<file path="config.mk">
export PLATFORM = sky130hd
export DESIGN_NAME = current_detect_config_regs
export DESIGN_NICKNAME = d
export VERILOG_FILES = /design/src/include/current_detect_pkg.sv /design/src/hdl/detect_window_counter.sv /design/src/hdl/current_detect_config_regs.sv
export SDC_FILE = /design/constraint.sdc
export NUM_CORES = 1
export LEC_CHECK = 0
export ABC_AREA = 1
export BUFFER_PORTS_ARGS = -buffer_cell sky130_fd_sc_hd__buf_2
export CAP_MARGIN = 40
export CORE_MARGIN = 2
export CORE_UTILIZATION = 55
export DETAILED_ROUTE_END_ITERATION = 12
export PLACE_DENSITY = 0.82
export SYNTH_ARGS = -nofsm -noshare
export SYNTH_HDL_FRONTEND = slang
export SYNTH_SLANG_ARGS = --single-unit
</file>
<file path="constraint.sdc">
create_clock -name CORE_CLK -period 2.3 [get_ports CORE_CLK]
set_input_delay 0.345 -clock CORE_CLK [delete_from_list [all_inputs] [get_ports CORE_CLK]]
set_output_delay 0.345 -clock CORE_CLK [all_outputs]
set_load 0.05 [all_outputs]
</file>
<file path="src/include/current_detect_pkg.sv">
// Constants and types shared by the current-detect configuration block
package current_detect_pkg;

    // Structure
    localparam int CH_COUNT = 3;
    localparam int ADDR_W   = 8;
    localparam int HIT_W    = 8;
    localparam int WIN_W    = 12;
    localparam int IRQ_W    = 3;

    // Register indices; byte address is four times the index
    localparam int IDX_CFG          = 6;
    localparam int IDX_LIMIT_HI     = 7;
    localparam int IDX_LIMIT_LO     = 8;
    localparam int IDX_CH_HP_OFF    = 16;
    localparam int IDX_IRQ_STATUS   = 17;
    localparam int IDX_IRQ_ENABLE   = 18;
    localparam int IDX_IRQ_CLEAR    = 19;
    localparam int IDX_DETECT_STATE = 20;

    localparam logic [ADDR_W-1:0] ADDR_CFG          = 8'(4 * IDX_CFG);
    localparam logic [ADDR_W-1:0] ADDR_LIMIT_HI     = 8'(4 * IDX_LIMIT_HI);
    localparam logic [ADDR_W-1:0] ADDR_LIMIT_LO     = 8'(4 * IDX_LIMIT_LO);
    localparam logic [ADDR_W-1:0] ADDR_CH_HP_OFF    = 8'(4 * IDX_CH_HP_OFF);
    localparam logic [ADDR_W-1:0] ADDR_IRQ_STATUS   = 8'(4 * IDX_IRQ_STATUS);
    localparam logic [ADDR_W-1:0] ADDR_IRQ_ENABLE   = 8'(4 * IDX_IRQ_ENABLE);
    localparam logic [ADDR_W-1:0] ADDR_IRQ_CLEAR    = 8'(4 * IDX_IRQ_CLEAR);
    localparam logic [ADDR_W-1:0] ADDR_DETECT_STATE = 8'(4 * IDX_DETECT_STATE);

    // Configuration register fields
    localparam int CFG_EN_BIT     = 0;
    localparam int CFG_WIN_LSB    = 1;
    localparam int CFG_HITS_LSB   = 4;
    localparam int CFG_POLICY_BIT = 7;

    // Lower limit register fields
    localparam int LO_HP_LSB    = 0;
    localparam int LO_LIMIT_LSB = 8;

    // Reset values
    localparam logic [7:0]          CFG_RESET        = 8'h00;
    localparam logic [15:0]         LIMIT_HI_RESET   = 16'h0000;
    localparam logic [7:0]          LIMIT_LO_RESET   = 8'h00;
    localparam logic [3:0]          HP_CODE_RESET    = 4'h0;
    localparam logic [CH_COUNT-1:0] CH_HP_OFF_RESET  = 3'h0;
    localparam logic [IRQ_W-1:0]    IRQ_ENABLE_RESET = 3'h0;

    // Interrupt status bits
    localparam int IRQ_DETECT = 0;
    localparam int IRQ_WINDOW = 1;
    localparam int IRQ_ACCESS = 2;

    // Decoding of selection codes
    localparam logic [HIT_W-1:0] HIT_ONE = 8'h01;
    localparam logic [7:0][WIN_W-1:0] WIN_LEN_TABLE = {
        12'hE00, 12'hA00, 12'h700, 12'h500, 12'h300, 12'h200, 12'h100, 12'h080};
    localparam logic [3:0] HP_BYPASS_CODE = 4'h0;
    localparam logic [4:0] HP_SHIFT_BASE  = 5'h01;
    localparam logic [4:0] HP_SHIFT_NONE  = 5'h00;
    localparam logic [31:0] RD_UNMAPPED   = 32'h0000_0000;

    typedef enum logic {
        DET_IDLE = 1'b0,
        DET_RUN  = 1'b1
    } detect_state_t;

endpackage

</file>
<file path="src/hdl/detect_window_counter.sv">
// Counts threshold exceedances over a window of conversion periods
`timescale 1ns/1ps
module detect_window_counter
    import current_detect_pkg::*;
(
    // Clock and reset
    input  wire logic                clk,
    input  wire logic                reset,
    // Settings
    input  wire logic                enable,
    input  wire logic                policy,
    input  wire logic [HIT_W-1:0]    hit_target,
    input  wire logic [WIN_W-1:0]    window_len,
    // Datapath events
    input  wire logic                conv_strobe,
    input  wire logic [CH_COUNT-1:0] exceed,
    // Results
    output logic                     detect_pulse,
    output logic                     window_done,
    output logic [HIT_W-1:0]         hit_count,
    output logic                     running
);

    detect_state_t    state;
    logic [WIN_W-1:0] conv_cnt;
    logic             exceed_now;
    logic             window_end;
    logic             active;

    assign exceed_now = policy ? (&exceed) : (|exceed);
    assign active     = (state == DET_RUN) && enable;
    assign window_end = conv_strobe && (conv_cnt == window_len - 12'h001);
    assign running    = (state == DET_RUN);

    always_ff @(posedge clk) begin
        if (reset) begin
            state <= DET_IDLE;
        end else begin
            case (state)
                DET_IDLE: if (enable) state <= DET_RUN;
                DET_RUN:  if (!enable) state <= DET_IDLE;
                default:  state <= DET_IDLE;
            endcase
        end
    end

    // Hit count saturates so a long window cannot wrap into a false detect
    always_ff @(posedge clk) begin
        if (reset || !active) begin
            conv_cnt  <= '0;
            hit_count <= '0;
        end else if (window_end) begin
            conv_cnt  <= '0;
            hit_count <= '0;
        end else if (conv_strobe) begin
            conv_cnt <= conv_cnt + 12'h001;
            if (exceed_now && hit_count != 8'hFF) begin
                hit_count <= hit_count + 8'h01;
            end
        end
    end

    always_ff @(posedge clk) begin
        if (reset) begin
            detect_pulse <= 1'b0;
            window_done  <= 1'b0;
        end else begin
            detect_pulse <= active && conv_strobe && exceed_now
                            && ({1'b0, hit_count} + 9'h001 == {1'b0, hit_target});
            window_done  <= active && window_end;
        end
    end
endmodule

</file>
<file path="src/hdl/current_detect_config_regs.sv">
// Current-detect and DC-block configuration registers on an Avalon-MM slave
//
// Contract
// - Hit-count code n asks for 2**n exceedances, 1 up to 128; resets to 1.
// - Window code selects 128..3584 conversion periods; resets to 128.
// - Enable bit turns current detection on; off after reset.
// - Upper limit register holds threshold bits 23:8, read/write, reset zero.
// - Lower limit register bits 15:8 hold threshold bits 7:0, reset zero.
// - Highpass code k selects coefficient 2**-(k+1), from 1/4 to 1/65536.
// - Highpass code zero bypasses the DC block on every channel.
// - Policy bit picks any channel (0) or all channels (1) to count a hit.
// - A per-channel off bit bypasses the DC block for that channel alone.
//
// Implementation choice: the Avalon-MM register port.
`timescale 1ns/1ps
module current_detect_config_regs
    import current_detect_pkg::*;
(
    // Clock and reset
    input  wire logic                CORE_CLK,
    input  wire logic                RESET,
    // Avalon-MM slave
    input  wire logic [ADDR_W-1:0]   ADDRESS,
    input  wire logic                READ,
    input  wire logic                WRITE,
    input  wire logic [31:0]         WRITEDATA,
    input  wire logic [3:0]          BYTEENABLE,
    output logic      [31:0]         READDATA,
    output logic                     WAITREQUEST,
    // Detection datapath events
    input  wire logic                CONV_STROBE,
    input  wire logic [CH_COUNT-1:0] CH_EXCEED,
    // Settings to the datapath
    output logic                     DETECT_ON,
    output logic                     DETECT_CHANNEL_POLICY,
    output logic      [HIT_W-1:0]    HIT_TARGET,
    output logic      [WIN_W-1:0]    WINDOW_LEN,
    output logic      [23:0]         DETECT_LIMIT,
    output logic      [4:0]          HP_SHIFT,
    output logic      [CH_COUNT-1:0] HP_BYPASS,
    // Results
    output logic                     CURRENT_DETECT,
    output logic                     IRQ
);

    logic [7:0]          cfg;
    logic [15:0]         limit_hi;
    logic [7:0]          limit_lo;
    logic [3:0]          hp_code;
    logic [CH_COUNT-1:0] ch_hp_off;
    logic [IRQ_W-1:0]    irq_status;
    logic [IRQ_W-1:0]    irq_enable;
    logic [IRQ_W-1:0]    irq_event;
    logic [IRQ_W-1:0]    irq_clear;

    logic                req;
    logic                wr_take;
    logic                rd_take;
    logic                lane0;
    logic                lane1;
    logic                mapped;
    logic                det_pulse;
    logic                win_done;
    logic [HIT_W-1:0]    hit_count;
    logic                running;

    // Bus handshake: one wait cycle, then a single accept cycle
    assign req     = READ || WRITE;
    assign wr_take = WRITE && !WAITREQUEST;
    assign rd_take = READ && !WAITREQUEST;
    assign lane0   = wr_take && BYTEENABLE[0];
    assign lane1   = wr_take && BYTEENABLE[1];

    always_comb begin
        mapped = 1'b1;
        if (ADDRESS == ADDR_CFG) begin
            mapped = 1'b1;
        end else if (ADDRESS == ADDR_LIMIT_HI) begin
            mapped = 1'b1;
        end else if (ADDRESS == ADDR_LIMIT_LO) begin
            mapped = 1'b1;
        end else if (ADDRESS == ADDR_CH_HP_OFF) begin
            mapped = 1'b1;
        end else if (ADDRESS == ADDR_IRQ_STATUS) begin
            mapped = 1'b1;
        end else if (ADDRESS == ADDR_IRQ_ENABLE) begin
            mapped = 1'b1;
        end else if (ADDRESS == ADDR_IRQ_CLEAR) begin
            mapped = 1'b1;
        end else if (ADDRESS == ADDR_DETECT_STATE) begin
            mapped = 1'b1;
        end else begin
            mapped = 1'b0;
        end
    end

    always_ff @(posedge CORE_CLK) begin
        if (RESET) begin
            WAITREQUEST <= 1'b1;
        end else if (req && WAITREQUEST) begin
            WAITREQUEST <= 1'b0;
        end else begin
            WAITREQUEST <= 1'b1;
        end
    end

    // Read data is latched in the wait cycle and stands through the accept cycle
    always_ff @(posedge CORE_CLK) begin
        if (RESET) begin
            READDATA <= RD_UNMAPPED;
        end else if (READ && WAITREQUEST) begin
            if (ADDRESS == ADDR_CFG) begin
                READDATA <= {24'h000000, cfg};
            end else if (ADDRESS == ADDR_LIMIT_HI) begin
                READDATA <= {16'h0000, limit_hi};
            end else if (ADDRESS == ADDR_LIMIT_LO) begin
                READDATA <= {16'h0000, limit_lo, 4'h0, hp_code};
            end else if (ADDRESS == ADDR_CH_HP_OFF) begin
                READDATA <= {29'h00000000, ch_hp_off};
            end else if (ADDRESS == ADDR_IRQ_STATUS) begin
                READDATA <= {29'h00000000, irq_status};
            end else if (ADDRESS == ADDR_IRQ_ENABLE) begin
                READDATA <= {29'h00000000, irq_enable};
            end else if (ADDRESS == ADDR_DETECT_STATE) begin
                READDATA <= {23'h000000, running, hit_count};
            end else begin
                READDATA <= RD_UNMAPPED;
            end
        end
    end

    // Configuration: bits above 7 are outside this block and read zero
    always_ff @(posedge CORE_CLK) begin
        if (RESET) begin
            cfg <= CFG_RESET;
        end else if (lane0 && ADDRESS == ADDR_CFG) begin
            cfg <= WRITEDATA[7:0];
        end
    end

    always_ff @(posedge CORE_CLK) begin
        if (RESET) begin
            limit_hi <= LIMIT_HI_RESET;
        end else if (ADDRESS == ADDR_LIMIT_HI) begin
            if (lane0) begin
                limit_hi[7:0] <= WRITEDATA[7:0];
            end
            if (lane1) begin
                limit_hi[15:8] <= WRITEDATA[15:8];
            end
        end
    end

    // Written bits 7:4 are dropped, so a careless write cannot disturb them
    always_ff @(posedge CORE_CLK) begin
        if (RESET) begin
            limit_lo <= LIMIT_LO_RESET;
            hp_code  <= HP_CODE_RESET;
        end else if (ADDRESS == ADDR_LIMIT_LO) begin
            if (lane0) begin
                hp_code <= WRITEDATA[LO_HP_LSB +: 4];
            end
            if (lane1) begin
                limit_lo <= WRITEDATA[LO_LIMIT_LSB +: 8];
            end
        end
    end

    always_ff @(posedge CORE_CLK) begin
        if (RESET) begin
            ch_hp_off  <= CH_HP_OFF_RESET;
            irq_enable <= IRQ_ENABLE_RESET;
        end else if (lane0 && ADDRESS == ADDR_CH_HP_OFF) begin
            ch_hp_off <= WRITEDATA[CH_COUNT-1:0];
        end else if (lane0 && ADDRESS == ADDR_IRQ_ENABLE) begin
            irq_enable <= WRITEDATA[IRQ_W-1:0];
        end
    end

    // Decoded settings, one flop stage behind the registers
    always_ff @(posedge CORE_CLK) begin
        if (RESET) begin
            DETECT_ON             <= 1'b0;
            DETECT_CHANNEL_POLICY <= 1'b0;
            HIT_TARGET            <= HIT_ONE;
            WINDOW_LEN            <= WIN_LEN_TABLE[0];
            DETECT_LIMIT          <= 24'h000000;
            HP_SHIFT              <= HP_SHIFT_NONE;
        end else begin
            DETECT_ON             <= cfg[CFG_EN_BIT];
            DETECT_CHANNEL_POLICY <= cfg[CFG_POLICY_BIT];
            HIT_TARGET            <= HIT_ONE << cfg[CFG_HITS_LSB +: 3];
            WINDOW_LEN            <= WIN_LEN_TABLE[cfg[CFG_WIN_LSB +: 3]];
            DETECT_LIMIT          <= {limit_hi, limit_lo};
            if (hp_code == HP_BYPASS_CODE) begin
                HP_SHIFT <= HP_SHIFT_NONE;
            end else begin
                HP_SHIFT <= {1'b0, hp_code} + HP_SHIFT_BASE;
            end
        end
    end

    generate
        for (genvar c = 0; c < CH_COUNT; c++) begin : g_bypass
            always_ff @(posedge CORE_CLK) begin
                if (RESET) begin
                    HP_BYPASS[c] <= 1'b1;
                end else begin
                    HP_BYPASS[c] <= (hp_code == HP_BYPASS_CODE) || ch_hp_off[c];
                end
            end
        end
    endgenerate

    detect_window_counter u_counter (
        .clk          (CORE_CLK),
        .reset        (RESET),
        .enable       (DETECT_ON),
        .policy       (DETECT_CHANNEL_POLICY),
        .hit_target   (HIT_TARGET),
        .window_len   (WINDOW_LEN),
        .conv_strobe  (CONV_STROBE),
        .exceed       (CH_EXCEED),
        .detect_pulse (det_pulse),
        .window_done  (win_done),
        .hit_count    (hit_count),
        .running      (running)
    );

    always_ff @(posedge CORE_CLK) begin
        if (RESET) begin
            CURRENT_DETECT <= 1'b0;
        end else begin
            CURRENT_DETECT <= det_pulse;
        end
    end

    // Interrupts: a new event beats a clear in the same cycle
    assign irq_event[IRQ_DETECT] = det_pulse;
    assign irq_event[IRQ_WINDOW] = win_done;
    assign irq_event[IRQ_ACCESS] = (wr_take || rd_take) && !mapped;

    generate
        for (genvar b = 0; b < IRQ_W; b++) begin : g_irq
            assign irq_clear[b] = lane0 && (ADDRESS == ADDR_IRQ_CLEAR) && WRITEDATA[b];
            always_ff @(posedge CORE_CLK) begin
                if (RESET) begin
                    irq_status[b] <= 1'b0;
                end else if (irq_event[b]) begin
                    irq_status[b] <= 1'b1;
                end else if (irq_clear[b]) begin
                    irq_status[b] <= 1'b0;
                end
            end
        end
    endgenerate

    // Registered output costs one cycle of interrupt latency
    always_ff @(posedge CORE_CLK) begin
        if (RESET) begin
            IRQ <= 1'b0;
        end else begin
            IRQ <= |(irq_status & irq_enable);
        end
    end
endmodule

</file>
==> flow_summary.json <==
{
  "outcome": "finished, final reports clean",
  "cp.required_ns": 2.71,
  "path_buf_inv": 2,
  "syn-instance-count": 752,
  "setup_ws_ns": 0.533,
  "rsz0062_at_grt": "false",
  "hold_viol": 0,
  "final_util_pct": 66.8,
  "crit_arrival_ns": 2.17,
  "ctsResizeCount": 0,
  "clockPowerShare_pct": 49.7,
  "drtIter0Drc": 402,
  "drc": 0,
  "vias_per_cell": 4.97,
  "pre_cts_slack_ns": 0.539,
  "switching_share_pct": 26.0,
  "grt_pass1_vias": 4532,
  "grt_use_total_pct": 23.8,
  "setup.worst_path.start_class": "register",
  "cp_top_family": "simple AND/OR/NAND/NOR gates",
  "p_sw_uw": 1360,
  "overflow": 0,
  "vias": 4989,
  "cts-hold-fix-buffers": 0,
  "fp.dieH_um": 107,
  "pwr-share-comb_pct": 5.7,
  "crit_path_max_fanout": 20,
  "timing_max_transition_violations_final": 0,
  "path_clk_slew_ns": 0.07,
  "endpoint_kind": "register",
  "finalCriticalPeriod_ns": 1.77,
  "initial_core_util_pct": 56.7,
  "synth_area_leaders": "dfxtp_1 (46%), nor2_1 (7.5%), nand2_1 (6.4%), inv_1 (5.4%), a21oi_1 (4.9%)",
  "leakage_uw": 0.00309,
  "antenna_cells": 0,
  "die_area_sq_um": 11500,
  "powerDensity_nw_per_um2": 754,
  "max_freq_ghz": 0.566,
  "synth_most_common_cell": "dfxtp_1",
  "setup_viol": 0,
  "min_path_type": "input port to register",
  "post-cts-setup-buffers": 0,
  "clk-insertion-delay-late_ns": 0.53,
  "layout.area.seq_sq_um": 2680,
  "synth_area_leader_cell": "dfxtp_1",
  "fill_cells": 851,
  "peakVddDrop_uv": 528,
  "netlist_area_sq_um": 5880,
  "synth_edf_count": 0,
  "cts.path.max_buffers": 2,
  "root_buffer": "clkbuf_8",
  "skew_ns": 0.0120,
  "dpl.hpwl_um": 9520,
  "fin_nets": 911,
  "first_pass_iters": 5,
  "place.gp.congestion": 0.886,
  "path_cells": "ha_1 -> nand3_1 -> nor2_1 -> inv_1 -> nor2_1 -> nand4_1 -> nand2_1 -> buf_4 -> nor2_1",
  "internal-power_uw": 3870,
  "cap_violations": 0,
  "ys_types": 44,
  "grt_pass1_wl_um": 21400,
  "fin_tns_setup_ns": 0,
  "fp-row-count": 37,
  "seqPwrFrac_pct": 44.6,
  "yosys_warnings": 0,
  "post_drt_wl_per_cell_um": 13.3,
  "timing.final.crit_share_pct": 76.8,
  "grt_max_degree": 31,
  "port_buffers": 99,
  "slowest_stage": "dfxtp_1",
  "area_delta_synth_final_pct": 17.8,
  "tritoncts": "yes",
  "ys_top_cells_by_count": "dfxtp_1 (134), nor2_1 (117), nand2_1 (101)",
  "synth-seq-cells": 134,
  "core_sq_um": 10400,
  "drive_above_1_share_pct": 22.1,
  "pin_count": 141,
  "dieWidth_um": 107,
  "place_area_sq_um": 6360,
  "yosysSeqAreaShare_pct": 45.6,
  "yosys.area.top_type_share_pct": 45.6,
  "critical_path_class": "register to register",
  "syn_avg_cell_area_sq_um": 7.82,
  "multi_input_area_sq_um": 2570,
  "cts.sinks": 134,
  "ant_nets": 0,
  "crit_top_cell": "nor2_1",
  "numCtsBuffers": 17,
  "async_flop_share_pct": 0,
  "synth_flop_cell": "dfxtp_1",
  "fin_area_sq_um": 6930,
  "h-tree-depth": 4,
  "postRouteWirelength_um": 13300,
  "antenna_found_initial": 0,
  "slowest_delay_ns": 0.38
}
==> through the flow <==
stage               instances  hold slack, ns  power, uW
floorplan                 774           0.403       2630
global placement          971           0.426       2680
detailed placement        971           0.432       2680
CTS                      1003          0.0813       5260
global route             1003          0.0910       5380
finish                   1003          0.0958       5230
==> state kept, by name (all words and copies together), names as in the netlist, 3 cells and up <==
signal,cells
limit_hi,16
READDATA,16
hp_code,4
HP_SHIFT,5
u_counter.hit_count,8
cfg,8
HIT_TARGET,8
irq_enable,3
ch_hp_off,3
irq_status,3
u_counter.conv_cnt,12
limit_lo,8
WINDOW_LEN,5
HP_BYPASS,3
DETECT_LIMIT,24
==> power by group through the flow <==
| stage | Sequential [uW] | Clock [uW] | Combinational [uW] |
|---|---|---|---|
| 2_1_floorplan | 2400 | 0 | 231 |
| 3_3_place_gp | 2380 | 0 | 293 |
| 3_5_place_dp | 2380 | 0 | 295 |
| 4_1_cts | 2330 | 2630 | 297 |
| 5_1_grt | 2330 | 2720 | 320 |
| 6_report | 2330 | 2600 | 299 |
==> worst reg2reg max path: cells and delay by family (launching register included) <==
| family | cells | cell delay, ns |
|---|---|---|
| and+or+nand+nor | 6 | 0.78 |
| buffers and inverters | 2 | 0.32 |
| DFF | 1 | 0.38 |
| adders and majority gates | 1 | 0.19 |
==> cells by family after synthesis <==
logic type,count (synthesis),share of synthesized area [%]
other,1,0.0638
XOR/XNOR,21,3.13
adder cells (fa/ha/maj),5,1.06
flip-flops,134,45.6
AND/OR/NAND/NOR,314,25.6
AO/OA/AOI/OAI,131,12.3
multiplexers,1,0.170
buffers and inverters,145,12.1
==> final cells by class <==
class / count / share of cell area [%]
tap: 136 / 2.46
sequential: 134 / 38.7
clock buffer: 17 / 5.98
clock inverter: 15 / 2.26
multi-input combinational: 495 / 37.1
timing repair buffer: 105 / 7.80
inverter: 101 / 5.74
==> path summary, 6_finish.rpt <==
kind,from,endpoint,slack [ns],depth (start not counted)
worst max-delay path,u_counter.conv_cnt[0]$_SDFFE_PP0P_,u_counter.conv_cnt[10]$_SDFFE_PP0P_,0.53,9
worst min-delay path,WRITEDATA[14],limit_lo[6]$_SDFFE_PP0P_,0.1,3
worst max register to register,u_counter.conv_cnt[0]$_SDFFE_PP0P_,u_counter.conv_cnt[10]$_SDFFE_PP0P_,0.53,9
worst min register to register,u_counter.detect_pulse$_SDFF_PP0_,CURRENT_DETECT$_SDFF_PP0_,0.44,2
==> cell usage in the layout (no fill, tap or decap), types with 2 or more instances in the layout <==
master | netlist | routed
inv_8 | 0 | 4
o21a_1 | 2 | 2
buf_2 | 0 | 99
nand4_1 | 6 | 6
nand3b_1 | 3 | 3
a21oi_1 | 57 | 57
nor3_1 | 13 | 13
dfxtp_1 | 134 | 134
a211oi_1 | 3 | 3
or2_2 | 2 | 2
xor2_1 | 11 | 11
nand2_1 | 101 | 101
o21ai_1 | 21 | 21
a21oi_2 | 2 | 2
buf_4 | 26 | 6
o21ai_2 | 5 | 5
conb_1 | 1 | 23
nand3_1 | 43 | 43
inv_2 | 12 | 12
nand2_4 | 9 | 9
clkinv_4 | 1 | 3
clkinv_2 | 1 | 2
xnor2_1 | 10 | 10
nor2_8 | 4 | 4
inv_1 | 85 | 85
a211oi_2 | 3 | 3
nand2_2 | 4 | 4
clkbuf_16 | 0 | 16
clkinvlp_4 | 0 | 2
nor2_2 | 3 | 3
ha_1 | 5 | 5
o21ai_0 | 35 | 35
nor2_1 | 117 | 117
nor2_4 | 4 | 4
inv_6 | 0 | 5
==> metal layers <==
| layer | vias up | track usage [%] | part of all wire [%] |
|---|---|---|---|
| met5 | - | 0 | 0 |
| met4 | 0 | 11.1 | 2.0 |
| met3 | 24 | 5.33 | 6.0 |
| met2 | 164 | 38.2 | 47 |
| met1 | 2243 | 30.5 | 45 |
| li1 | 2558 | - | - |
Power figures use the tool's default switching activity.
